[src/opdec_pkg.sv]
/*
 * Shared constants and types of the opcode field decoder: field positions
 * of the 16-bit instruction word, register offsets, forms and step modes.
 * Assumes a single core clock domain.
 */
`default_nettype none

package opdec_pkg;

    // ----------------------------------------
    // Widths
    // ----------------------------------------
    localparam int unsigned WORD_W = 16;
    localparam int unsigned ADDR_W = 12;
    localparam int unsigned BANK_W = 4;
    localparam int unsigned TPTR_W = 21;

    // ----------------------------------------
    // Field positions
    // ----------------------------------------
    localparam int unsigned POS_D     = 9;
    localparam int unsigned POS_A     = 8;
    localparam int unsigned POS_B     = 9;
    localparam int unsigned POS_S_CAL = 8;
    localparam int unsigned POS_S_RET = 0;
    localparam int unsigned POS_PTR   = 4;
    localparam int unsigned POS_TAG   = 12;
    localparam logic [3:0]  SECOND_TAG = 4'hf;
    localparam logic [7:0]  ACCESS_SPLIT = 8'h80;
    localparam logic [3:0]  ACC_LO_BANK = 4'h0;
    localparam logic [3:0]  ACC_HI_BANK = 4'hf;

    // ----------------------------------------
    // Register offsets (byte addresses)
    // ----------------------------------------
    localparam logic [7:0] REG_BANK  = 8'h00;
    localparam logic [7:0] REG_WACC  = 8'h04;
    localparam logic [7:0] REG_FLAGS = 8'h08;
    localparam logic [7:0] REG_TPTR  = 8'h0c;
    localparam logic [7:0] REG_TLAT  = 8'h10;
    localparam logic [7:0] REG_IWORD = 8'h14;
    localparam logic [7:0] REG_DSTAT = 8'h18;

    // ----------------------------------------
    // Types
    // ----------------------------------------
    typedef enum logic [3:0] {
        form_byte  = 4'h0, form_bit   = 4'h1, form_move = 4'h2,
        form_lit8  = 4'h3, form_ptrld = 4'h4, form_far  = 4'h5,
        form_call  = 4'h6, form_rel11 = 4'h7, form_rel8 = 4'h8,
        form_table = 4'h9, form_ret   = 4'ha, form_idx  = 4'hb,
        form_none  = 4'hf
    } form_e;

    typedef enum logic [1:0] {
        step_hold = 2'b00, step_post_inc = 2'b01,
        step_post_dec = 2'b10, step_pre_inc = 2'b11
    } step_e;

    typedef struct packed {
        logic negative;
        logic signed_wrap_flag;
        logic zero;
        logic half_carry_flag;
        logic carry;
    } status_s;

    typedef struct packed {
        logic        nop;
        form_e       form;
        logic [11:0] ram_addr;
        logic        dest_file;
        logic [2:0]  bit_index;
        logic [7:0]  bit_mask;
        logic [1:0]  ptr_sel;
        logic [11:0] src_addr;
        logic [11:0] dst_addr;
        logic [7:0]  lit8;
        logic [11:0] lit12;
        logic [19:0] lit20;
        logic [20:0] rel_disp;
        logic [20:0] abs_target;
        logic        fast;
        step_e       step;
        logic [6:0]  off_src;
        logic [6:0]  off_dst;
    } decode_s;

endpackage : opdec_pkg

`default_nettype wire

[src/fast_shadow_bank.sv]
/*
 * Shadow copies of accumulator, status and bank select for fast
 * call and return. Assumes save is a one-cycle strobe on core_clk.
 */
`timescale 1ns/1ps
`default_nettype none

module fast_shadow_bank
    import opdec_pkg::*;
(
    // Clock and reset
    input  wire logic              core_clk,
    input  wire logic              resetn,
    // Save port
    input  wire logic              save,
    input  wire logic [7:0]        wacc_d,
    input  wire opdec_pkg::status_s flags_d,
    input  wire logic [BANK_W-1:0] bank_d,
    // Held copies
    output logic [7:0]             wacc_q,
    output opdec_pkg::status_s     flags_q,
    output logic [BANK_W-1:0]      bank_q
);

    always_ff @(posedge core_clk or negedge resetn) begin
        if (!resetn) begin
            wacc_q  <= '0;
            flags_q <= '0;
            bank_q  <= '0;
        end else if (save) begin
            wacc_q  <= wacc_d;
            flags_q <= flags_d;
            bank_q  <= bank_d;
        end
    end

endmodule : fast_shadow_bank

`default_nettype wire

[src/opcode_field_decoder.sv]
/*
 * Operand field decoder of an 8-bit core with 16-bit instruction words.
 * Holds the fetched words, pairs two-word forms, and extracts all operand
 * fields. Also keeps accumulator, bank select, status flags, table pointer
 * and table latch. Assumes the fetch unit classifies each first word into
 * a form and that all inputs come from core_clk logic.
 */
// Our own choices: the register offsets and the address-and-strobe port.
// How it works
// - With the access bit clear the address lands in access RAM and the bank select is ignored.
// - With the access bit set the bank select supplies the upper address bits.
// - Destination bit clear writes the accumulator, set writes the file register.
// - Bit forms take a three-bit index naming bit 0 to 7 of the file byte.
// - The file field is an 8-bit address, or a two-bit pointer selector for pointer loads.
// - Moves carry full 12-bit source and destination addresses with no banking.
// - Table forms step the table pointer: hold, post-increment, post-decrement, pre-increment.
// - The fast bit of calls and returns saves to or restores from the shadow copies.
// - Table access uses a 21-bit pointer and an 8-bit latch for each byte.
// - Literals come out as 8, 12 or 20 bits by form.
// - Branch fields are signed displacements for relative forms, absolute for far ones.
// - Indexed forms add separate 7-bit source and destination offsets to the pointer.
// - Don't-care bits never change what is decoded.
// - Five status flags are kept and updated per executed instruction.
// - A second word has its top nibble all ones and alone executes as a no-operation.
`timescale 1ns/1ps
`default_nettype none

module opcode_field_decoder
    import opdec_pkg::*;
(
    // Clock and reset
    input  wire logic               core_clk,
    input  wire logic               resetn,
    // Fetch
    input  wire logic               fetch_valid,
    input  wire logic [WORD_W-1:0]  fetch_word,
    input  wire opdec_pkg::form_e   fetch_form,
    // Decoded fields
    output opdec_pkg::decode_s      dec,
    output logic                    dec_valid,
    output logic                    await_second,
    // Datapath
    input  wire logic               result_valid,
    input  wire logic [7:0]         result_data,
    output logic                    file_we,
    input  wire opdec_pkg::status_s flag_we,
    input  wire opdec_pkg::status_s flag_in,
    input  wire logic               call_strobe,
    input  wire logic               ret_strobe,
    input  wire logic [ADDR_W-1:0]  idx_base,
    output logic [ADDR_W-1:0]       eff_src,
    output logic [ADDR_W-1:0]       eff_dst,
    // Table access
    input  wire logic               tbl_strobe,
    input  wire logic               tbl_data_valid,
    input  wire logic [7:0]         tbl_data,
    output logic [TPTR_W-1:0]       tbl_addr,
    // Core state
    output logic [7:0]              working_accumulator,
    output logic [BANK_W-1:0]       bank_select_reg,
    output opdec_pkg::status_s      status_flags,
    output logic [TPTR_W-1:0]       program_table_pointer,
    output logic [7:0]              table_read_latch,
    // Register port
    input  wire logic [7:0]         reg_addr,
    input  wire logic [31:0]        reg_wdata,
    input  wire logic               reg_wr,
    input  wire logic               reg_rd,
    output logic [31:0]             reg_rdata
);
    import opdec_pkg::*;

    // ----------------------------------------
    // Functions
    // ----------------------------------------
    function automatic logic [11:0] data_addr(
        input logic a, input logic [7:0] f, input logic [3:0] bank);
        return a ? {bank, f} : {((f < ACCESS_SPLIT) ? ACC_LO_BANK : ACC_HI_BANK), f};
    endfunction : data_addr
    function automatic logic [20:0] sext11(input logic [10:0] v);
        return {{10{v[10]}}, v};
    endfunction : sext11
    function automatic logic two_word(input form_e fm);
        return (fm == form_move) || (fm == form_ptrld) || (fm == form_far) ||
               (fm == form_call) || (fm == form_idx);
    endfunction : two_word
    function automatic logic [20:0] ptr_used(input logic [20:0] p, input step_e s);
        return (s == step_pre_inc) ? p + 21'h000001 : p;
    endfunction : ptr_used
    function automatic logic [20:0] ptr_next(input logic [20:0] p, input step_e s);
        case (s)
            step_post_inc, step_pre_inc: return p + 21'h000001;
            step_post_dec: return p - 21'h000001;
            default: return p;
        endcase
    endfunction : ptr_next

    // ----------------------------------------
    // Instruction holding and pairing
    // ----------------------------------------
    typedef enum logic [0:0] {st_first = 1'b0, st_second = 1'b1} fetch_state_e;

    fetch_state_e      state_q;
    logic [WORD_W-1:0] word0_q;
    logic [WORD_W-1:0] word1_q;
    form_e             form_q;
    logic              full_q;
    logic              lone_tag;
    logic              pair_tag;
    assign lone_tag = fetch_word[POS_TAG +: 4] == SECOND_TAG;
    assign pair_tag = lone_tag;
    always_ff @(posedge core_clk or negedge resetn) begin
        if (!resetn) begin
            state_q <= st_first;
            word0_q <= '0;
            word1_q <= '0;
            form_q  <= form_none;
            full_q  <= 1'b0;
        end else if (fetch_valid) begin
            case (state_q)
                st_first: begin
                    word0_q <= fetch_word;
                    word1_q <= '0;
                    form_q  <= lone_tag ? form_none : fetch_form;
                    full_q  <= lone_tag || !two_word(fetch_form);
                    if (!lone_tag && two_word(fetch_form))
                        state_q <= st_second;
                end
                st_second: begin
                    word1_q <= fetch_word;
                    full_q  <= 1'b1;
                    state_q <= st_first;
                    if (!pair_tag)
                        form_q <= form_none;
                end
                default: state_q <= st_first;
            endcase
        end
    end

    assign dec_valid    = full_q;
    assign await_second = state_q == st_second;

    // ----------------------------------------
    // Field extraction
    // ----------------------------------------
    logic [BANK_W-1:0] bank_q;
    always_comb begin
        dec      = '0;
        dec.form = form_q;
        dec.nop  = form_q == form_none;
        dec.step = step_hold;
        case (form_q)
            form_byte: begin
                dec.ram_addr  = data_addr(word0_q[POS_A], word0_q[7:0],
                                          bank_q);
                dec.dest_file = word0_q[POS_D];
            end
            form_bit: begin
                dec.ram_addr  = data_addr(word0_q[POS_A], word0_q[7:0], bank_q);
                dec.bit_index = word0_q[POS_B +: 3];
                dec.bit_mask  = 8'h01 << word0_q[POS_B +: 3];
            end
            form_move: begin
                dec.src_addr = word0_q[11:0];
                dec.dst_addr = word1_q[11:0];
            end
            form_lit8: dec.lit8 = word0_q[7:0];
            form_ptrld: begin
                dec.ptr_sel = word0_q[POS_PTR +: 2];
                dec.lit12   = {word0_q[3:0], word1_q[7:0]};
            end
            form_far, form_call: begin
                dec.lit20      = {word1_q[11:0], word0_q[7:0]};
                dec.abs_target = {dec.lit20, 1'b0};
                dec.fast       = (form_q == form_call) && word0_q[POS_S_CAL];
            end
            form_rel11: dec.rel_disp = sext11(word0_q[10:0]);
            form_rel8:
                dec.rel_disp = sext11({{3{word0_q[7]}}, word0_q[7:0]});
            form_table: dec.step = step_e'(word0_q[1:0]);
            form_ret: dec.fast = word0_q[POS_S_RET];
            form_idx: begin
                dec.off_src = word0_q[6:0];
                dec.off_dst = word1_q[6:0];
            end
            default: dec.nop = 1'b1;
        endcase
    end

    assign eff_src = idx_base + {5'h00, dec.off_src};
    assign eff_dst = idx_base + {5'h00, dec.off_dst};

    // ----------------------------------------
    // Shadow copies
    // ----------------------------------------
    logic [7:0]  wacc_q;
    status_s     flags_q;
    logic [7:0]  sh_wacc;
    status_s     sh_flags;
    logic [3:0]  sh_bank;
    logic        fast_save;
    logic        fast_load;
    assign fast_save = call_strobe && full_q && dec.fast;
    assign fast_load = ret_strobe && full_q && dec.fast;

    fast_shadow_bank u_shadow (
        .core_clk (core_clk),
        .resetn   (resetn),
        .save     (fast_save),
        .wacc_d   (wacc_q),
        .flags_d  (flags_q),
        .bank_d   (bank_q),
        .wacc_q   (sh_wacc),
        .flags_q  (sh_flags),
        .bank_q   (sh_bank)
    );

    // ----------------------------------------
    // Accumulator, bank select, flags
    // ----------------------------------------
    logic wacc_load;
    assign wacc_load = result_valid && full_q && !dec.dest_file;
    assign file_we   = result_valid && full_q && dec.dest_file;

    always_ff @(posedge core_clk or negedge resetn) begin
        if (!resetn)
            wacc_q <= '0;
        else if (fast_load)
            wacc_q <= sh_wacc;
        else if (wacc_load)
            wacc_q <= result_data;
        else if (reg_wr && reg_addr == REG_WACC)
            wacc_q <= reg_wdata[7:0];
    end

    always_ff @(posedge core_clk or negedge resetn) begin
        if (!resetn)
            bank_q <= '0;
        else if (fast_load)
            bank_q <= sh_bank;
        else if (reg_wr && reg_addr == REG_BANK)
            bank_q <= reg_wdata[BANK_W-1:0];
    end

    // Hardware updates win over a software write in the same cycle
    always_ff @(posedge core_clk or negedge resetn) begin
        if (!resetn)
            flags_q <= '0;
        else if (fast_load)
            flags_q <= sh_flags;
        else
            for (int i = 0; i < $bits(status_s); i++) begin
                if (flag_we[i])
                    flags_q[i] <= flag_in[i];
                else if (reg_wr && reg_addr == REG_FLAGS)
                    flags_q[i] <= reg_wdata[i];
            end
    end

    // ----------------------------------------
    // Table pointer and latch
    // ----------------------------------------
    logic [TPTR_W-1:0] tptr_q;
    logic [7:0]        tlat_q;
    logic              tbl_go;
    assign tbl_go   = tbl_strobe && full_q && form_q == form_table;
    assign tbl_addr = ptr_used(tptr_q, dec.step);

    always_ff @(posedge core_clk or negedge resetn) begin
        if (!resetn)
            tptr_q <= '0;
        else if (tbl_go)
            tptr_q <= ptr_next(tptr_q, dec.step);
        else if (reg_wr && reg_addr == REG_TPTR)
            tptr_q <= reg_wdata[TPTR_W-1:0];
    end

    always_ff @(posedge core_clk or negedge resetn) begin
        if (!resetn)
            tlat_q <= '0;
        else if (tbl_data_valid)
            tlat_q <= tbl_data;
        else if (reg_wr && reg_addr == REG_TLAT)
            tlat_q <= reg_wdata[7:0];
    end

    assign working_accumulator   = wacc_q;
    assign bank_select_reg       = bank_q;
    assign status_flags          = flags_q;
    assign program_table_pointer = tptr_q;
    assign table_read_latch      = tlat_q;

    // ----------------------------------------
    // Register read port
    // ----------------------------------------
    logic [31:0] rdata_q;
    always_ff @(posedge core_clk or negedge resetn) begin
        if (!resetn)
            rdata_q <= '0;
        else if (reg_rd)
            case (reg_addr)
                REG_BANK:  rdata_q <= {28'h0000000, bank_q};
                REG_WACC:  rdata_q <= {24'h000000, wacc_q};
                REG_FLAGS: rdata_q <= {27'h0000000, flags_q};
                REG_TPTR:  rdata_q <= {11'h000, tptr_q};
                REG_TLAT:  rdata_q <= {24'h000000, tlat_q};
                REG_IWORD: rdata_q <= {word1_q, word0_q};
                REG_DSTAT: rdata_q <= {14'h0000, full_q, state_q, form_q, dec.ram_addr};
                default:   rdata_q <= '0;
            endcase
        else
            rdata_q <= '0;
    end

    assign reg_rdata = rdata_q;

    // ----------------------------------------
    // Assertions
    // ----------------------------------------
    a_access_region: assert property (@(posedge core_clk) disable iff (!resetn)
        full_q && form_q == form_byte && !word0_q[POS_A]
        |-> dec.ram_addr[11:8] == (word0_q[7] ? ACC_HI_BANK : ACC_LO_BANK))
        else $error("access region address wrong");
    a_banked_addr: assert property (@(posedge core_clk) disable iff (!resetn)
        full_q && form_q == form_bit && word0_q[POS_A]
        |-> dec.ram_addr == {bank_q, word0_q[7:0]})
        else $error("banked address wrong");
    a_dest_accum: assert property (@(posedge core_clk) disable iff (!resetn)
        wacc_load && !fast_load |=> wacc_q == $past(result_data))
        else $error("result not in accumulator");
    a_bit_mask: assert property (@(posedge core_clk) disable iff (!resetn)
        form_q == form_bit |-> $onehot(dec.bit_mask) && dec.bit_mask[dec.bit_index])
        else $error("bit mask wrong");
    a_move_pair: assert property (@(posedge core_clk) disable iff (!resetn)
        fetch_valid && state_q == st_second && pair_tag && form_q == form_move
        |=> full_q && dec.dst_addr == $past(fetch_word[11:0]))
        else $error("move destination wrong");
    a_step_post_inc: assert property (@(posedge core_clk) disable iff (!resetn)
        tbl_go && dec.step == step_post_inc
        |-> tbl_addr == tptr_q ##1 tptr_q == $past(tptr_q) + 21'h000001)
        else $error("post increment wrong");
    a_fast_restore: assert property (@(posedge core_clk) disable iff (!resetn)
        fast_load |=> wacc_q == $past(sh_wacc) && bank_q == $past(sh_bank))
        else $error("fast restore wrong");
    a_rel_sign: assert property (@(posedge core_clk) disable iff (!resetn)
        form_q == form_rel8 |-> dec.rel_disp[20:8] == {13{word0_q[7]}})
        else $error("displacement sign wrong");
    a_flag_update: assert property (@(posedge core_clk) disable iff (!resetn)
        flag_we.zero && !fast_load |=> flags_q.zero == $past(flag_in.zero))
        else $error("zero flag not updated");
    a_lone_nop: assert property (@(posedge core_clk) disable iff (!resetn)
        fetch_valid && state_q == st_first && lone_tag |=> full_q && dec.nop)
        else $error("lone second word not a nop");

    c_move_done: cover property (@(posedge core_clk) disable iff (!resetn) full_q && form_q == form_move);
    c_pre_inc: cover property (@(posedge core_clk) disable iff (!resetn) tbl_go && dec.step == step_pre_inc);
    c_fast_ret: cover property (@(posedge core_clk) disable iff (!resetn) fast_load);
    c_lone_word: cover property (@(posedge core_clk) disable iff (!resetn)
        fetch_valid && state_q == st_first && lone_tag);

endmodule : opcode_field_decoder

`default_nettype wire

[config.mk]
export PLATFORM = sky130hd
export DESIGN_NAME = opcode_field_decoder
export DESIGN_NICKNAME = d
export VERILOG_FILES = /design/src/opdec_pkg.sv /design/src/fast_shadow_bank.sv /design/src/opcode_field_decoder.sv
export SDC_FILE = /design/constraint.sdc
export NUM_CORES = 1
export LEC_CHECK = 0
export BUFFER_PORTS_ARGS = -buffer_cell sky130_fd_sc_hd__buf_2
export CORE_AREA = 2 2 151 153
export CTS_CLUSTER_SIZE = 24
export DETAILED_ROUTE_END_ITERATION = 10
export DIE_AREA = 0 0 153 155
export PLACE_DENSITY_LB_ADDON = 0.08
export SYNTH_ARGS = -nofsm -noshare
export SYNTH_HDL_FRONTEND = slang
export SYNTH_SLANG_ARGS = --single-unit
[constraint.sdc]
create_clock -name core_clk -period 3.3 [get_ports core_clk]
set_input_delay 0.495 -clock core_clk [delete_from_list [all_inputs] [get_ports core_clk]]
set_output_delay 0.495 -clock core_clk [all_outputs]
set_load 0.005 [all_outputs]
==> run summary <==
RUN STATUS
----------------------------------------------------------------------------------
Run status                                                            finished, violations left
Failing checks                                                        setup timing

LOGIC SYNTHESIS
----------------------------------------------------------------------------------
Share of synthesized registers carrying an async set or reset               100.0%
Number of cells produced by synthesis                                        1,041
Largest cells by area after synthesis                                 dfrtp_1 (36%), mux2_2 (4.9%), and2_1 (4.4%)
Synthesized Nets                                                             1,167
Part of the Yosys area used for sequential elements                         36.85%
Count of unique library cells instantiated by Yosys                             80
Netlist Area Pre-Place                                                0.009045 mm²
Area share of the leading cell type in the synthesized netlist              35.69%
Synth Area per Inst                                                      8.689 µm²
Most frequent cells after synthesis                                   dfrtp_1 (129), nand2_1 (85), and2_1 (63)
Most used DFF post-synth                                                   dfrtp_1
Synthesized flop and latch total                                               133
Most common cell in the synthesized netlist                                dfrtp_1
Number of enable-type register cells in the synthesized netlist                  0
Library cell with the largest summed area after synthesis                  dfrtp_1
Yosys synthesis warning count                                                    0

STA
----------------------------------------------------------------------------------
Count of final max-slew check failures                                           0
Hold Violations, Final                                                           0
RSZ-0062 raised after global routing                                          true
Worst setup slack after layout                                        -0.002932 ns
Setup-violating endpoint count in the final report                               2
Post-layout min period                                                    3.303 ns
Slew margin rel.                                                            32.65%
Final cycle utilization of the critical path                                100.1%
Achievable frequency                                                     302.8 MHz
Final hold slack                                                        0.06185 ns
Least-Margin Pin Slew                                                     1.003 ns
Clock skew after layout                                                 0.01295 ns

FINISH
----------------------------------------------------------------------------------
Number of nets in the finished design                                        1,514
Inserted Diodes                                                                  0
Max FFs per register                                                            32
Signed area change from the synthesized netlist to the final layout         34.26%
Fraction of final layout cells sized beyond drive strength 1                41.21%

PLACED DESIGN
----------------------------------------------------------------------------------
Number of buffer cells added on primary ports                                  375
Post-detailed-placement half-perimeter wirelength                        26,990 µm
Pre-CTS worst setup slack                                             -0.007945 ns
Gp weighted congestion                                                      0.9354

DIE
----------------------------------------------------------------------------------
Area of the die                                                        0.02372 mm²
Number of top-level pins                                                       388
Vertical extent of the die                                                  155 µm
Core area                                                              0.02223 mm²
Initial cell density of the core                                            40.69%
Cell Rows                                                                       55
Overall die width                                                           153 µm

CRITICAL PATH
----------------------------------------------------------------------------------
Standard cell with the maximum stage delay on the critical path            dfstp_2
Max stage delay on crit path                                               0.55 ns
Nature of the critical path startpoint                                        flop
Arrival time worst endpoint                                                2.81 ns
Type of destination of the critical path                              primary output
CP Data Required Time                                                      2.80 ns
Critical Path Fanout Max                                                         5
Reg-to-reg slack, setup                                                    0.66 ns
Crit path cell chain                                                  nor2b_4 > and3_4 > and2_4 > ha_4 > fa_2 > a21o_1 > a21oi_2 > o211ai_1 > and2_1 > a21oi_1 > buf_2
Setup CP Type                                                           reg -> out

POWER AND IR DROP
----------------------------------------------------------------------------------
Peak supply drop                                                         0.3733 mV
Standby leakage power                                                  0.005964 µW
Switching power as a share of total power                                   36.89%
Net switching power figure                                                 2436 µW
PwrDens                                                               543.8 mW/mm²
Logic gate share of total power                                              31.8%
Internal power                                                             4168 µW
Clock network fraction of design power                                       31.2%
Relative contribution of sequential cells to total power                     37.0%

CLOCK TREE
----------------------------------------------------------------------------------
CTS clk-pin slew, worst paths                                              0.07 ns
CTS tree                                                                      done
Count of clock tree sinks                                                      133
CTS buffer count                                                                17
Hold buffer count at CTS                                                         0
Insertion delay of the later-clocked pin in the worst-skew pair            0.43 ns
Count of H-tree levels built during CTS                                          4
Number of buffers on the longest clock path                                      2
Clock Tree Root                                                          clkbuf_16

DETAILED ROUTING
----------------------------------------------------------------------------------
Average via count per standard cell                                          5.652
Iter 0 DRT Violations                                                          684
Routed Antenna Nets                                                              0
Routed wirelength normalized by instance count                            21.55 µm
DRT Wirelength                                                           36,310 µm
First-pass iteration count of the detailed router                                5
Remaining DRCs                                                                   0
Total number of vias                                                         9,524

FLOW RUN
----------------------------------------------------------------------------------
Maxcap violations                                                                0

GLOBAL ROUTE
----------------------------------------------------------------------------------
Wire length of the first global-routing pass                             54,030 µm
Via count of the first global-routing pass                                   8,741
Leftover overflow at the end of global routing                                   0
Largest net degree at the start of global routing                               69
Antenna violations before repair                                                 0
Global router's overall resource usage                                      29.59%

MIN PATH
----------------------------------------------------------------------------------
Worst min-delay path class                                             in -> async

==> placed cells by master (no fill, tap or decap), types with 28 or more instances in the layout <==
cell type,count
buf_4,61
mux2_2,39
nor3_1,34
mux2i_1,28
nand2_1,85
nand3_1,43
inv_1,33
buf_2,374
and2_1,58
nor2_1,55
o21ai_0,47
nor4_1,31
a21oi_1,47
dfrtp_1,128
==> worst max-delay path: cells and delay by family (launching register included) <==
kind,cells,cell delay (ns)
AOI/OAI and AO/OA,4,0.63
and+or+nand+nor,4,0.57
DFF,1,0.55
adders and majority gates,2,0.51
buffers and inverters,1,0.13
==> final cells by class <==
class	count	area [µm²]
fillers	2093	10080
multi-input cells	765	5329
flip-flops and latches	133	3334
repair buffers	438	2372
clock buffers	17	425.4
well taps	285	356.6
clock inverters	14	202.7
inverters	33	123.9
==> what timing repair did <==
item | in CTS | in global routing
pin swaps | 8 | 17
gates resized for setup | 23 | 37
setup endpoints to repair | 17 | 22
gates cloned | 1 | 0
hold endpoints to repair | 0 | 0
setup buffers | 5 | 5
==> logic make-up after synthesis <==
logic type | Yosys count | share of synthesized area, %
other | 1 | 0.04146
AND/OR/NAND/NOR | 420 | 24.98
adder cells (fa/ha/maj) | 18 | 2.656
AO/OA/AOI/OAI | 219 | 15.87
multiplexers | 69 | 8.452
buffers and inverters | 144 | 7.567
flip-flops | 133 | 36.85
XOR/XNOR | 37 | 3.583
==> metrics by stage <==
stage	utilization, %	TNS (ns)	instances	area [µm²]	total power, µW
final	54.64	-0.004572	1685	12140	6604
after global routing	54.64	-0.7212	1685	12140	6924
after CTS	53.64	-0.1286	1681	11920	6568
after detailed placement	50.25	-0.01158	1644	11170	4484
after global placement	50.25	0	1644	11170	4463
after floorplan	-	0	1041	9045	3439
==> worst paths after layout <==
kind                                                start                                    end  cells after the start
min in group core_clk                       fetch_word[7]                 word1_q[7]$_DFFE_PN0P_                      3
max reg2reg                         form_q[3]$_DFFE_PN1P_  program_table_pointer[15]$_DFFE_PN0P_                      7
min                                                resetn  program_table_pointer[10]$_DFFE_PN0P_                      1
max in group asynchronous                          resetn                reg_rdata[12]$_DFF_PN0_                      2
min reg2reg                u_shadow.bank_q[2]$_DFFE_PN0P_         u_shadow.bank_q[2]$_DFFE_PN0P_                      1
max                                 form_q[2]$_DFFE_PN1P_                             eff_src[8]                     11
==> metal layers <==
metal	wire length [µm]	global-route usage [%]	up-vias
met5	0	0	-
met2	16970	47.00	423
li1	-	-	4415
met4	573	7.628	0
met1	16420	42.59	4642
met3	2345	4.318	44
==> power groups by stage <==
stage / combinational [µW] / sequential [µW] / clock (µW)
after detailed placement: 2030 / 2450 / 0
after floorplan: 1220 / 2220 / 0
after CTS: 2060 / 2430 / 2080
after global placement: 2020 / 2440 / 0
after global routing: 2290 / 2490 / 2140
final: 2100 / 2440 / 2060
(Power assumes the default switching activity.)
